<file path="src/ppo_pkg.sv">
package ppo_pkg;

  localparam int PPO_ADDR_W = 24;
  localparam int PPO_DATA_W = 32;
  localparam int PPO_GROUPS = 8;
  localparam int PPO_GROUP_W = 4;
  localparam int PPO_SEL_W = 2;
  localparam int PPO_CNT_W = 16;

  localparam logic [PPO_ADDR_W-1:0] PPO_OFS_TRIG_SEL = 24'hFFFF80;
  localparam logic [PPO_ADDR_W-1:0] PPO_OFS_NEXT_EN = 24'hFFFF84;
  localparam logic [PPO_ADDR_W-1:0] PPO_OFS_OUT_DATA = 24'hFFFF88;
  localparam logic [PPO_ADDR_W-1:0] PPO_OFS_NEXT_DATA = 24'hFFFF8C;
  localparam logic [PPO_ADDR_W-1:0] PPO_OFS_PERIOD = 24'hFFFF90;
  localparam logic [PPO_ADDR_W-1:0] PPO_OFS_COUNT = 24'hFFFF94;
  localparam logic [PPO_ADDR_W-1:0] PPO_OFS_STATUS = 24'hFFFF98;
  localparam logic [PPO_ADDR_W-1:0] PPO_OFS_TIMER_START = 24'hFFFFBC;

  localparam int PPO_START_BIT = 0;
  localparam int PPO_MATCH_FLAG_BIT = 0;
  localparam logic [PPO_SEL_W-1:0] PPO_SEL_CH0 = 2'h0;

  localparam logic [31:0] PPO_RST_NEXT_EN = 32'h00000000;
  localparam logic [31:0] PPO_RST_OUT_DATA = 32'h00000000;
  localparam logic [31:0] PPO_RST_NEXT_DATA = 32'h00000000;
  localparam logic [15:0] PPO_RST_TRIG_SEL = 16'h0000;
  localparam logic [15:0] PPO_RST_COUNT = 16'h0000;

  localparam int PPO_CLK_MHZ = 50;
  localparam int PPO_PERIOD_US = 20;
  localparam int PPO_PERIOD_CYCLES = PPO_PERIOD_US * PPO_CLK_MHZ;
  localparam logic [15:0] PPO_RST_PERIOD = 16'(PPO_PERIOD_CYCLES - 1);

  typedef struct packed {
    logic [PPO_ADDR_W-1:0] paddr;
    logic pwrite;
    logic [PPO_DATA_W-1:0] pwdata;
  } ppo_apb_req_s;

  typedef struct packed {
    logic start;
    logic [PPO_CNT_W-1:0] period;
  } ppo_timer_cfg_s;

endpackage : ppo_pkg

</file>
<file path="src/ppo_group_ctrl.sv">
// Design decision made here: the APB interface to the registers.
`timescale 1ns/10ps
module ppo_group_ctrl
  import ppo_pkg::*;
#(
  parameter int GROUPS = PPO_GROUPS,
  parameter int GROUP_W = PPO_GROUP_W
)
(
  input wire logic CLK_SYS_IN,
  input wire logic RESET_N_IN,
  input wire logic PSEL_IN,
  input wire logic PENABLE_IN,
  input wire logic PWRITE_IN,
  input wire logic [PPO_ADDR_W-1:0] PADDR_IN,
  input wire logic [PPO_DATA_W-1:0] PWDATA_IN,
  output logic [PPO_DATA_W-1:0] PRDATA_OUT,
  output logic PREADY_OUT,
  output logic PSLVERR_OUT,
  input wire logic [3:1] TIMER_MATCH_IN,
  output logic [GROUPS*GROUP_W-1:0] PULSE_OUT,
  output logic [GROUPS*GROUP_W-1:0] PULSE_OE_OUT,
  output logic DMA_REQ_OUT,
  output logic TIMER_MATCH0_OUT
);

  localparam int PINS = GROUPS * GROUP_W;

  function automatic logic addr_is(input logic [PPO_ADDR_W-1:0] a, input logic [PPO_ADDR_W-1:0] ofs);
    addr_is = (a == ofs);
  endfunction : addr_is

  ppo_apb_req_s req;
  logic access;
  logic wr_en;
  logic rd_en;

  logic hit_trig_sel;
  logic hit_next_en;
  logic hit_out_data;
  logic hit_next_data;
  logic hit_period;
  logic hit_count;
  logic hit_status;
  logic hit_start;
  logic hit_any;

  logic [15:0] trig_sel_reg;
  logic [PINS-1:0] next_en_reg;
  logic [PINS-1:0] out_data_reg;
  logic [PINS-1:0] out_data_next;
  logic [PINS-1:0] next_data_reg;
  logic [PPO_CNT_W-1:0] period_reg;
  logic start_reg;
  logic match_flag_reg;
  logic match_flag_next;
  logic [PPO_DATA_W-1:0] rdata_reg;
  logic [PPO_DATA_W-1:0] rdata_next;

  ppo_timer_cfg_s timer_cfg;
  logic [PPO_CNT_W-1:0] count;
  logic match0;
  logic [3:0] match_src;
  logic [GROUPS-1:0] group_trig;
  logic [PINS-1:0] copy_mask;
  logic [PINS-1:0] sw_data;
  logic sw_out_write;

  assign req.paddr = PADDR_IN;
  assign req.pwrite = PWRITE_IN;
  assign req.pwdata = PWDATA_IN;

  // zero-wait slave: the access phase always completes at its first edge
  assign access = PSEL_IN && PENABLE_IN;
  assign wr_en = access && req.pwrite;
  assign rd_en = PSEL_IN && !PENABLE_IN && !req.pwrite;

  assign hit_trig_sel = addr_is(req.paddr, PPO_OFS_TRIG_SEL);
  assign hit_next_en = addr_is(req.paddr, PPO_OFS_NEXT_EN);
  assign hit_out_data = addr_is(req.paddr, PPO_OFS_OUT_DATA);
  assign hit_next_data = addr_is(req.paddr, PPO_OFS_NEXT_DATA);
  assign hit_period = addr_is(req.paddr, PPO_OFS_PERIOD);
  assign hit_count = addr_is(req.paddr, PPO_OFS_COUNT);
  assign hit_status = addr_is(req.paddr, PPO_OFS_STATUS);
  assign hit_start = addr_is(req.paddr, PPO_OFS_TIMER_START);
  assign hit_any = hit_trig_sel | hit_next_en | hit_out_data | hit_next_data | hit_period | hit_count
    | hit_status | hit_start;

  assign PREADY_OUT = 1'b1;
  assign PSLVERR_OUT = access && !hit_any;
  assign PRDATA_OUT = rdata_reg;

  // read data is captured in the setup cycle so it is stable through the access phase
  always_comb
  begin
    rdata_next = rdata_reg;
    if (rd_en)
    begin
      rdata_next = '0;
      if (hit_trig_sel)
      begin
        rdata_next[15:0] = trig_sel_reg;
      end
      if (hit_next_en)
      begin
        rdata_next[PINS-1:0] = next_en_reg;
      end
      if (hit_out_data)
      begin
        rdata_next[PINS-1:0] = out_data_reg;
      end
      if (hit_next_data)
      begin
        rdata_next[PINS-1:0] = next_data_reg;
      end
      if (hit_period)
      begin
        rdata_next[PPO_CNT_W-1:0] = period_reg;
      end
      if (hit_count)
      begin
        rdata_next[PPO_CNT_W-1:0] = count;
      end
      if (hit_status)
      begin
        rdata_next[PPO_MATCH_FLAG_BIT] = match_flag_reg;
      end
      if (hit_start)
      begin
        rdata_next[PPO_START_BIT] = start_reg;
      end
    end
  end

  assign timer_cfg.start = start_reg;
  assign timer_cfg.period = period_reg;

  ppo_timer #(
    .CNT_W(PPO_CNT_W)
  ) u_timer (
    .clk_in(CLK_SYS_IN),
    .reset_n_in(RESET_N_IN),
    .cfg_in(timer_cfg),
    .count_out(count),
    .match_out(match0)
  );

  assign match_src = {TIMER_MATCH_IN, match0};
  assign DMA_REQ_OUT = match0;
  assign TIMER_MATCH0_OUT = match0;

  genvar g;
  generate
    for (g = 0; g < GROUPS; g++)
    begin : g_group
      // each group picks its own compare source, so groups run together or apart
      assign group_trig[g] = match_src[trig_sel_reg[g*PPO_SEL_W +: PPO_SEL_W]];
      assign copy_mask[g*GROUP_W +: GROUP_W] = {GROUP_W{group_trig[g]}} & next_en_reg[g*GROUP_W +: GROUP_W];
    end
  endgenerate

  assign sw_out_write = wr_en && hit_out_data;
  assign sw_data = sw_out_write ? req.pwdata[PINS-1:0] : out_data_reg;
  // a trigger in the same cycle as a software write wins on the enabled bits
  assign out_data_next = (copy_mask & next_data_reg) | (~copy_mask & sw_data);

  // set wins over the write-one-to-clear
  assign match_flag_next = match0 | (match_flag_reg & ~(wr_en && hit_status && req.pwdata[PPO_MATCH_FLAG_BIT]));

  always_ff @(posedge CLK_SYS_IN or negedge RESET_N_IN)
  begin
    if (!RESET_N_IN)
    begin
      trig_sel_reg <= PPO_RST_TRIG_SEL;
      next_en_reg <= PPO_RST_NEXT_EN[PINS-1:0];
      next_data_reg <= PPO_RST_NEXT_DATA[PINS-1:0];
      period_reg <= PPO_RST_PERIOD;
      start_reg <= 1'b0;
    end
    else if (wr_en)
    begin
      if (hit_trig_sel)
      begin
        trig_sel_reg <= req.pwdata[15:0];
      end
      if (hit_next_en)
      begin
        next_en_reg <= req.pwdata[PINS-1:0];
      end
      if (hit_next_data)
      begin
        next_data_reg <= req.pwdata[PINS-1:0];
      end
      if (hit_period)
      begin
        period_reg <= req.pwdata[PPO_CNT_W-1:0];
      end
      if (hit_start)
      begin
        start_reg <= req.pwdata[PPO_START_BIT];
      end
    end
  end

  always_ff @(posedge CLK_SYS_IN or negedge RESET_N_IN)
  begin
    if (!RESET_N_IN)
    begin
      out_data_reg <= PPO_RST_OUT_DATA[PINS-1:0];
      match_flag_reg <= 1'b0;
      rdata_reg <= '0;
    end
    else
    begin
      out_data_reg <= out_data_next;
      match_flag_reg <= match_flag_next;
      rdata_reg <= rdata_next;
    end
  end

  // disabled pins are released rather than forced low
  assign PULSE_OUT = out_data_reg;
  assign PULSE_OE_OUT = next_en_reg;

endmodule : ppo_group_ctrl

</file>
<file path="src/ppo_timer.sv">
`timescale 1ns/10ps
module ppo_timer
  import ppo_pkg::*;
#(
  parameter int CNT_W = PPO_CNT_W
)
(
  input wire logic clk_in,
  input wire logic reset_n_in,
  input wire ppo_timer_cfg_s cfg_in,
  output logic [CNT_W-1:0] count_out,
  output logic match_out
);

  logic [CNT_W-1:0] count_reg;
  logic [CNT_W-1:0] count_next;
  logic match_reg;
  logic hit;

  // counter clears on the match so the period is compare value plus one
  assign hit = cfg_in.start && (count_reg == cfg_in.period[CNT_W-1:0]);
  assign count_next = !cfg_in.start ? count_reg : (hit ? '0 : count_reg + 1'b1);

  always_ff @(posedge clk_in or negedge reset_n_in)
  begin
    if (!reset_n_in)
    begin
      count_reg <= '0;
      match_reg <= 1'b0;
    end
    else
    begin
      count_reg <= count_next;
      match_reg <= hit;
    end
  end

  assign count_out = count_reg;
  assign match_out = match_reg;

endmodule : ppo_timer

</file>
<file path="config.mk">
export PLATFORM = sky130hd
export DESIGN_NAME = ppo_group_ctrl
export DESIGN_NICKNAME = d
export VERILOG_FILES = /design/src/ppo_pkg.sv /design/src/ppo_group_ctrl.sv /design/src/ppo_timer.sv
export SDC_FILE = /design/constraint.sdc
export NUM_CORES = 1
export LEC_CHECK = 0
export BUFFER_PORTS_ARGS = -buffer_cell sky130_fd_sc_hd__buf_4
export CORE_MARGIN = 5
export CORE_UTILIZATION = 35
export DETAILED_ROUTE_END_ITERATION = 6
export GPL_TIMING_DRIVEN = 0
export MAX_ROUTING_LAYER = met4
export SYNTH_ARGS = -nofsm -noshare
export SYNTH_HDL_FRONTEND = slang
export SYNTH_HIERARCHICAL = 1
export SYNTH_SLANG_ARGS = --single-unit
</file>
<file path="constraint.sdc">
create_clock -name CLK_SYS_IN -period 4.6 [get_ports CLK_SYS_IN]
set_input_delay 0.23 -clock CLK_SYS_IN [delete_from_list [all_inputs] [get_ports CLK_SYS_IN]]
set_output_delay 0.23 -clock CLK_SYS_IN [all_outputs]
set_load 0.02 [all_outputs]
</file>
==> out/summary.txt, run 1 <==
Status = completed
Clk_lat worst skew = 0.44 ns
WHS = 0.03011 ns
Worst Tran Pin Value = 0.9665 ns
CP Capture Type = output port
Number of vias per cell = 5.397
Max Slew Vio Count = 0
Max-slew headroom = 35.07%
CP startpoint kind = primary input
Die area = 29,060 um^2
Post_cts resized = 0
Total CTS buffers = 17
Remaining antenna violation count = 0
Leak pwr = 5.334 nW
Synthesized Nets = 852
Final worst slack = 1.389 ns
Primary FF master, synth = dfrtp_1
Root Buffer = clkbuf_16
GR peak layer = met2
Cell taking the most area after synthesis = dfrtp_1
Synthesized area = 9012 um^2
DRC = 0
Crit path kind = in2out
Met1 GRT Util = 26.77%
Seq/Total Area, Yosys = 49.81%
Synthesized area per cell = 11.45 um^2
Post-layout util = 44.80%
Worst IR drop on VDD = 0.1662 mV
Wire per inst = 20.46 um
CTS Sinks = 179
Setup TNS = 0 ns
Number of synthesized register bits = 179
Port Buffers = 162
Vias in the first global route = 7,175
Asr flop ratio synth = 100.0%
Clk_skew = 0.01509 ns
CTS tree = done
Final Cycle Share = 69.80%
Min cycle time layout = 3.211 ns
Detailed-route wire length = 26.86 mm
Max-cap violations = 0
Iteration count of the initial detailed-routing pass = 5
Mapped Cells = 787
Share of the synthesized area in the top cell type = 47.48%
H-tree depth = 4
Fraction of layout cells with a size suffix above 1 = 37.84%
Final Setup Violations = 0
Die Span Y = 170.5 um
Top-count cell post-synth = dfrtp_1
GRT Util Overall = 19.30%
RSZ-0062 raised after global routing = no
Die width = 170.5 um
Reg clk slew, reported paths = 0.09 ns
Initial core utilization = 35.69%
Place WS = 1.405 ns
Min-Delay Path Class = in2reg
Synthesis Warnings = 6
Fin. Hold Viols = 0
PwrDens = 301.2 nW/um^2
Fmax = 311.5 MHz
Hold_buf cts = 1
Overflow after GRT = 0
Worst path arrival time = 2.98 ns
Iteration-0 DRC Markers = 638
Maximum fanout along the worst path = 10
Vias = 7,086
Met3 Track Usage GR = 3.438%
Syn-to-layout area delta = 25.54%
GR Util met2 = 28.90%
Antenna fix cells = 0
Total setup buffers inserted after CTS = 0
Clock Path Buffers = 2
Antenna violations before repair = 0
First-pass GRT wire length = 42.03 mm
IO Count = 164
Nets = 1,035
Synth cell count leaders = dfrtp_1 (171), nand2_1 (122), nor2_1 (69)
Placed Area = 10,680 um^2
Pin count of the biggest net entering global routing = 108
Num rows = 58
Core area = 25,250 um^2
Unique masters post-synth = 53
Number of flops mapped to enable cells by yosys = 0
Post-DP HPWL = 19.88 mm
GP Congestion = 0.8480
Synth area leaders = dfrtp_1 (47%), mux2_2 (8.4%), mux4_2 (6.0%)
Post-route cell area = 11,310 um^2
Crit path required time = 4.37 ns
==> power by group <==
part	leakage (nW)	total (mW)	switching, mW	internal (mW)
sequential	2.44	1.61	0.0144	1.59
clock	0.307	1.54	0.742	0.798
combinational	2.59	0.260	0.150	0.110
total	5.33	3.41	0.907	2.50
==> kinds of logic (layout without fill, tap and decap cells) <==
logic type,Yosys count,after routing,synth area share (%)
adder cells (fa/ha/maj),1,1,0.1388
AO/OA/AOI/OAI,120,120,9.371
XOR/XNOR,28,28,2.721
buffers and inverters,54,250,2.971
multiplexers,140,140,21.49
other,1,1,0.04161
flip-flops,179,179,49.81
AND/OR/NAND/NOR,264,264,13.45
==> stage by stage <==
step	total power, mW	std cells
after CTS	3.444	1313
final	3.409	1313
after global routing	3.534	1313
after detailed placement	1.905	1280
after floorplan	1.739	787
after global placement	1.902	1279
==> area by class of cell <==
cell class / instances / area, um^2
Fill cell: 2386 / 13940
Sequential cell: 179 / 4489
Multi-Input combinational cell: 554 / 4255
Timing Repair Buffer: 164 / 1261
Clock buffer: 17 / 425.4
Tap cell: 330 / 412.9
Buffer: 49 / 249.0
Clock inverter: 15 / 202.7
Inverter: 5 / 18.77
==> path summary, 6_finish.rpt <==
kind | cells past startpoint | end | slack (ns) | startpoint
worst max-delay path | 9 | PSLVERR_OUT | 1.39 | PADDR_IN[1]
min in group asynchronous | 2 | PULSE_OE_OUT[18]$_DFFE_PN0P_ | 0.40 | RESET_N_IN
max in group asynchronous | 3 | period_reg[5]$_DFFE_PN1P_ | 3.32 | RESET_N_IN
worst min-delay path | 2 | next_data_reg[27]$_DFFE_PN0P_ | 0.03 | PWDATA_IN[27]
worst max register to register | 5 | u_timer/count_out[10]$_DFFE_PN0P_ | 2.27 | u_timer/count_out[1]$_DFFE_PN0P_
worst min register to register | 2 | PRDATA_OUT[16]$_DFFE_PN0P_ | 0.48 | PRDATA_OUT[16]$_DFFE_PN0P_
==> critical path, cell delays in order <==
cell     delay, ns
buf_4         0.11
or4b_4        0.55
nor4_1        0.72
buf_2         0.35
nand2_1       0.34
buf_2         0.35
nand3_1       0.11
a21oi_1       0.05
buf_4         0.16
==> routing by layer <==
metal	vias to the layer above	routed length, um
met5	-	0
met4	0	692
met3	39	1704
met2	249	12420
met1	3561	12040
li1	3237	-
==> layout by cell type (no fill, tap or decap), types with 4 or more instances in the layout <==
| cell | Yosys | routed |
|---|---|---|
| nand3_1 | 28 | 28 |
| nand2_1 | 122 | 122 |
| mux2_2 | 67 | 67 |
| nor4_1 | 7 | 7 |
| nand4_1 | 8 | 8 |
| mux2_4 | 30 | 30 |
| nor2_1 | 69 | 69 |
| o211ai_1 | 15 | 15 |
| mux2i_1 | 18 | 18 |
| nor3_1 | 6 | 6 |
| dfrtp_1 | 171 | 171 |
| xnor2_1 | 19 | 19 |
| buf_4 | 7 | 168 |
| clkbuf_16 | 0 | 17 |
| a21oi_1 | 28 | 28 |
| inv_8 | 0 | 5 |
| o31ai_1 | 17 | 17 |
| inv_1 | 4 | 4 |
| mux4_2 | 24 | 24 |
| buf_2 | 13 | 13 |
| clkbuf_1 | 23 | 23 |
| dfstp_2 | 8 | 8 |
| a31oi_1 | 34 | 34 |
| or3_1 | 5 | 5 |
| clkinv_8 | 0 | 4 |
| inv_6 | 0 | 4 |
| o221a_2 | 14 | 14 |
| xor2_1 | 9 | 9 |
(Power assumes the default switching activity.)
==> run 2: changes to the inputs <==
Settings changed: ABC_AREA set to 1.
Clock period 4.6 ns to 3.2 ns, I/O delays scaled along.
==> out/summary.txt, run 2 <==
Status = completed
WHS = 0.002556 ns
Share of the synthesized area in the top cell type = 43.49%
Leak pwr = 6.082 nW
Remaining antenna violation count = 0
Pin count of the biggest net entering global routing = 110
Antenna violations before repair = 0
Nets = 1,613
Worst-path cell chain = buf_4, inv_1, nand2_1, nor2_4, nand2_1, nor3_4, nor2_1, nand3_1, nor3_1, and3_1, buf_4
Asr flop ratio synth = 100.0%
Max Slew Vio Count = 0
CTS Sinks = 179
Most frequent cells in the layout = nand2_1 (455), dfrtp_1 (171), buf_4 (166), inv_1 (148), nor2_1 (106)
Synthesis Warnings = 6
Final worst slack = 1.204 ns
Clk_skew = 0.01582 ns
Detailed-route wire length = 34.02 mm
Max-cap violations = 0
Number of synthesized register bits = 179
Setup TNS = 0 ns
Fillers = 2,905
Most common cell after layout, fill and taps aside = nand2_1
GRT Util Overall = 22.31%
Number of flops mapped to enable cells by yosys = 0
IO Count = 164
Top-count cell post-synth = nand2_1
Core area = 27,780 um^2
RSZ-0062 raised after global routing = no
GP Congestion = 0.9296
Reg clk slew, reported paths = 0.09 ns
CP max stage delay = 0.49 ns
Slowest CP cell = nor3_4
Place WS = 0.9105 ns
Total setup buffers inserted after CTS = 0
Final Cycle Share = 62.37%
Port Buffers = 159
Wire per inst = 17.54 um
Root Buffer = clkbuf_16
DRC = 0
Crit path required time = 3.04 ns
Post-DP HPWL = 25.44 mm
First-pass GRT wire length = 53.03 mm
Total CTS buffers = 17
Num rows = 61
Unique masters post-synth = 41
Crit path kind = in2out
CP startpoint kind = primary input
Worst Tran Pin Value = 0.8533 ns
Vias in the first global route = 9,319
Synth area leaders = dfrtp_1 (43%), nand2_1 (17%), inv_1 (5.6%)
Mapped Cells = 1,366
Fraction of layout cells with a size suffix above 1 = 18.32%
Maximum fanout along the worst path = 10
Number of vias per cell = 4.993
Overflow after GRT = 0
CP Capture Type = output port
Post-route cell area = 12,200 um^2
Die width = 177.7 um
Iteration-0 DRC Markers = 799
Post-layout util = 43.92%
Iteration count of the initial detailed-routing pass = 5
Clk_lat worst skew = 0.45 ns
Primary FF master, synth = dfrtp_1
Fin. Hold Viols = 0
PwrDens = 385.2 nW/um^2
Power, Total = 4.701 mW
Worst path arrival time = 1.84 ns
Die area = 31,560 um^2
Fmax = 501.1 MHz
Die Span Y = 177.7 um
Seq/Total Area, Yosys = 45.63%
Synthesized area per cell = 7.202 um^2
Syn-to-layout area delta = 24.04%
Worst IR drop on VDD = 0.2697 mV
Register Area = 4489 um^2
Synthesized Nets = 1,431
Vias = 9,682
Cell taking the most area after synthesis = dfrtp_1
Placed Area = 11,540 um^2
Clock Path Buffers = 2
Initial core utilization = 35.41%
Max-slew headroom = 42.80%
Final Setup Violations = 0
Placed Cells = 1,904
Antenna fix cells = 0
Synthesized area = 9838 um^2
Min cycle time layout = 1.996 ns
Final cell count without fillers = 1,939
Min-Delay Path Class = in2reg
Footprint of the multi-input gates = 4471 um^2
CTS tree = done
Synth cell count leaders = nand2_1 (455), dfrtp_1 (171), inv_1 (148)
H-tree depth = 4
## run 2: changes by cell type in the layout (fill, tap and decap cells not counted), moves of 18 or more
cell	previous run	this run
nand2_1	122	455
inv_1	4	148
o21ai_0	2	101
nand3_1	28	98
mux2_2	67	0
o21ai_1	0	46
nor2_1	69	106
a31oi_1	34	1
mux2_4	30	0
mux4_2	24	0
xnor2_1	19	0
mux2i_1	18	0
## run 2: per-layer routing
metal	track usage, %	routed length (um)	up-vias
met2	32.97	15010	356
met3	3.643	2282	39
met4	6.671	809	0
met1	31.67	15920	4566
li1	-	-	4721
met5	-	0	-
## run 2: worst max-delay path, delay by kind of cell
kind                   cells  cell delay, ns
buffers and inverters      3            0.31
AND/OR/NAND/NOR            8            1.39
## run 2: power by group
part	leakage, nW	switching (mW)	internal, mW
combinational	3.30	0.130	0.0676
sequential	2.47	0.00000108	2.26
clock	0.307	1.10	1.14
total	6.08	1.23	3.47
## run 2: area by class of cell
cell class	instances	share of cell area [%]
well taps	378	3.876
flip-flops and latches	179	36.79
repair buffers	163	10.31
clock inverters	15	1.702
multi-input cells	970	36.63
clock buffers	17	3.486
plain buffers	54	2.174
inverters	163	5.024
## run 2: cell families (layout without fill, tap and decap cells)
group,count (synthesis),after routing,share of synthesized area (%)
buffers and inverters,217,412,8.928
adders and majority gates,1,1,0.1272
AOI/OAI and AO/OA,206,206,11.15
other,1,1,0.03812
and+or+nand+nor,757,757,33.68
xor gates and xnor gates,5,5,0.4451
DFF,179,179,45.63
## run 2: worst paths after layout
path,slack (ns),cells after the start,end,from
worst max register to register,1.25,8,flip-flop,u_timer/match_out$_DFF_PN0_
worst min-delay path,0.003,3,PULSE_OE_OUT[28]$_DFFE_PN0P_,PWDATA_IN[28]
worst min register to register,0.48,2,PRDATA_OUT[7]$_DFFE_PN0P_,PRDATA_OUT[7]$_DFFE_PN0P_
worst max-delay path,1.20,11,PSLVERR_OUT,PADDR_IN[6]
min in group asynchronous,0.25,2,PRDATA_OUT[20]$_DFFE_PN0P_,RESET_N_IN
max in group asynchronous,1.98,3,u_timer/count_out[8]$_DFFE_PN0P_,RESET_N_IN
## run 2: what timing repair did
| action | 4_1_cts | 5_1_grt |
|---|---|---|
| endpoints found under the hold margin | 71 | 0 |
| endpoints found under the setup margin | 0 | 0 |
| gates resized for setup | 0 | 0 |
| hold buffers | 3 | 0 |
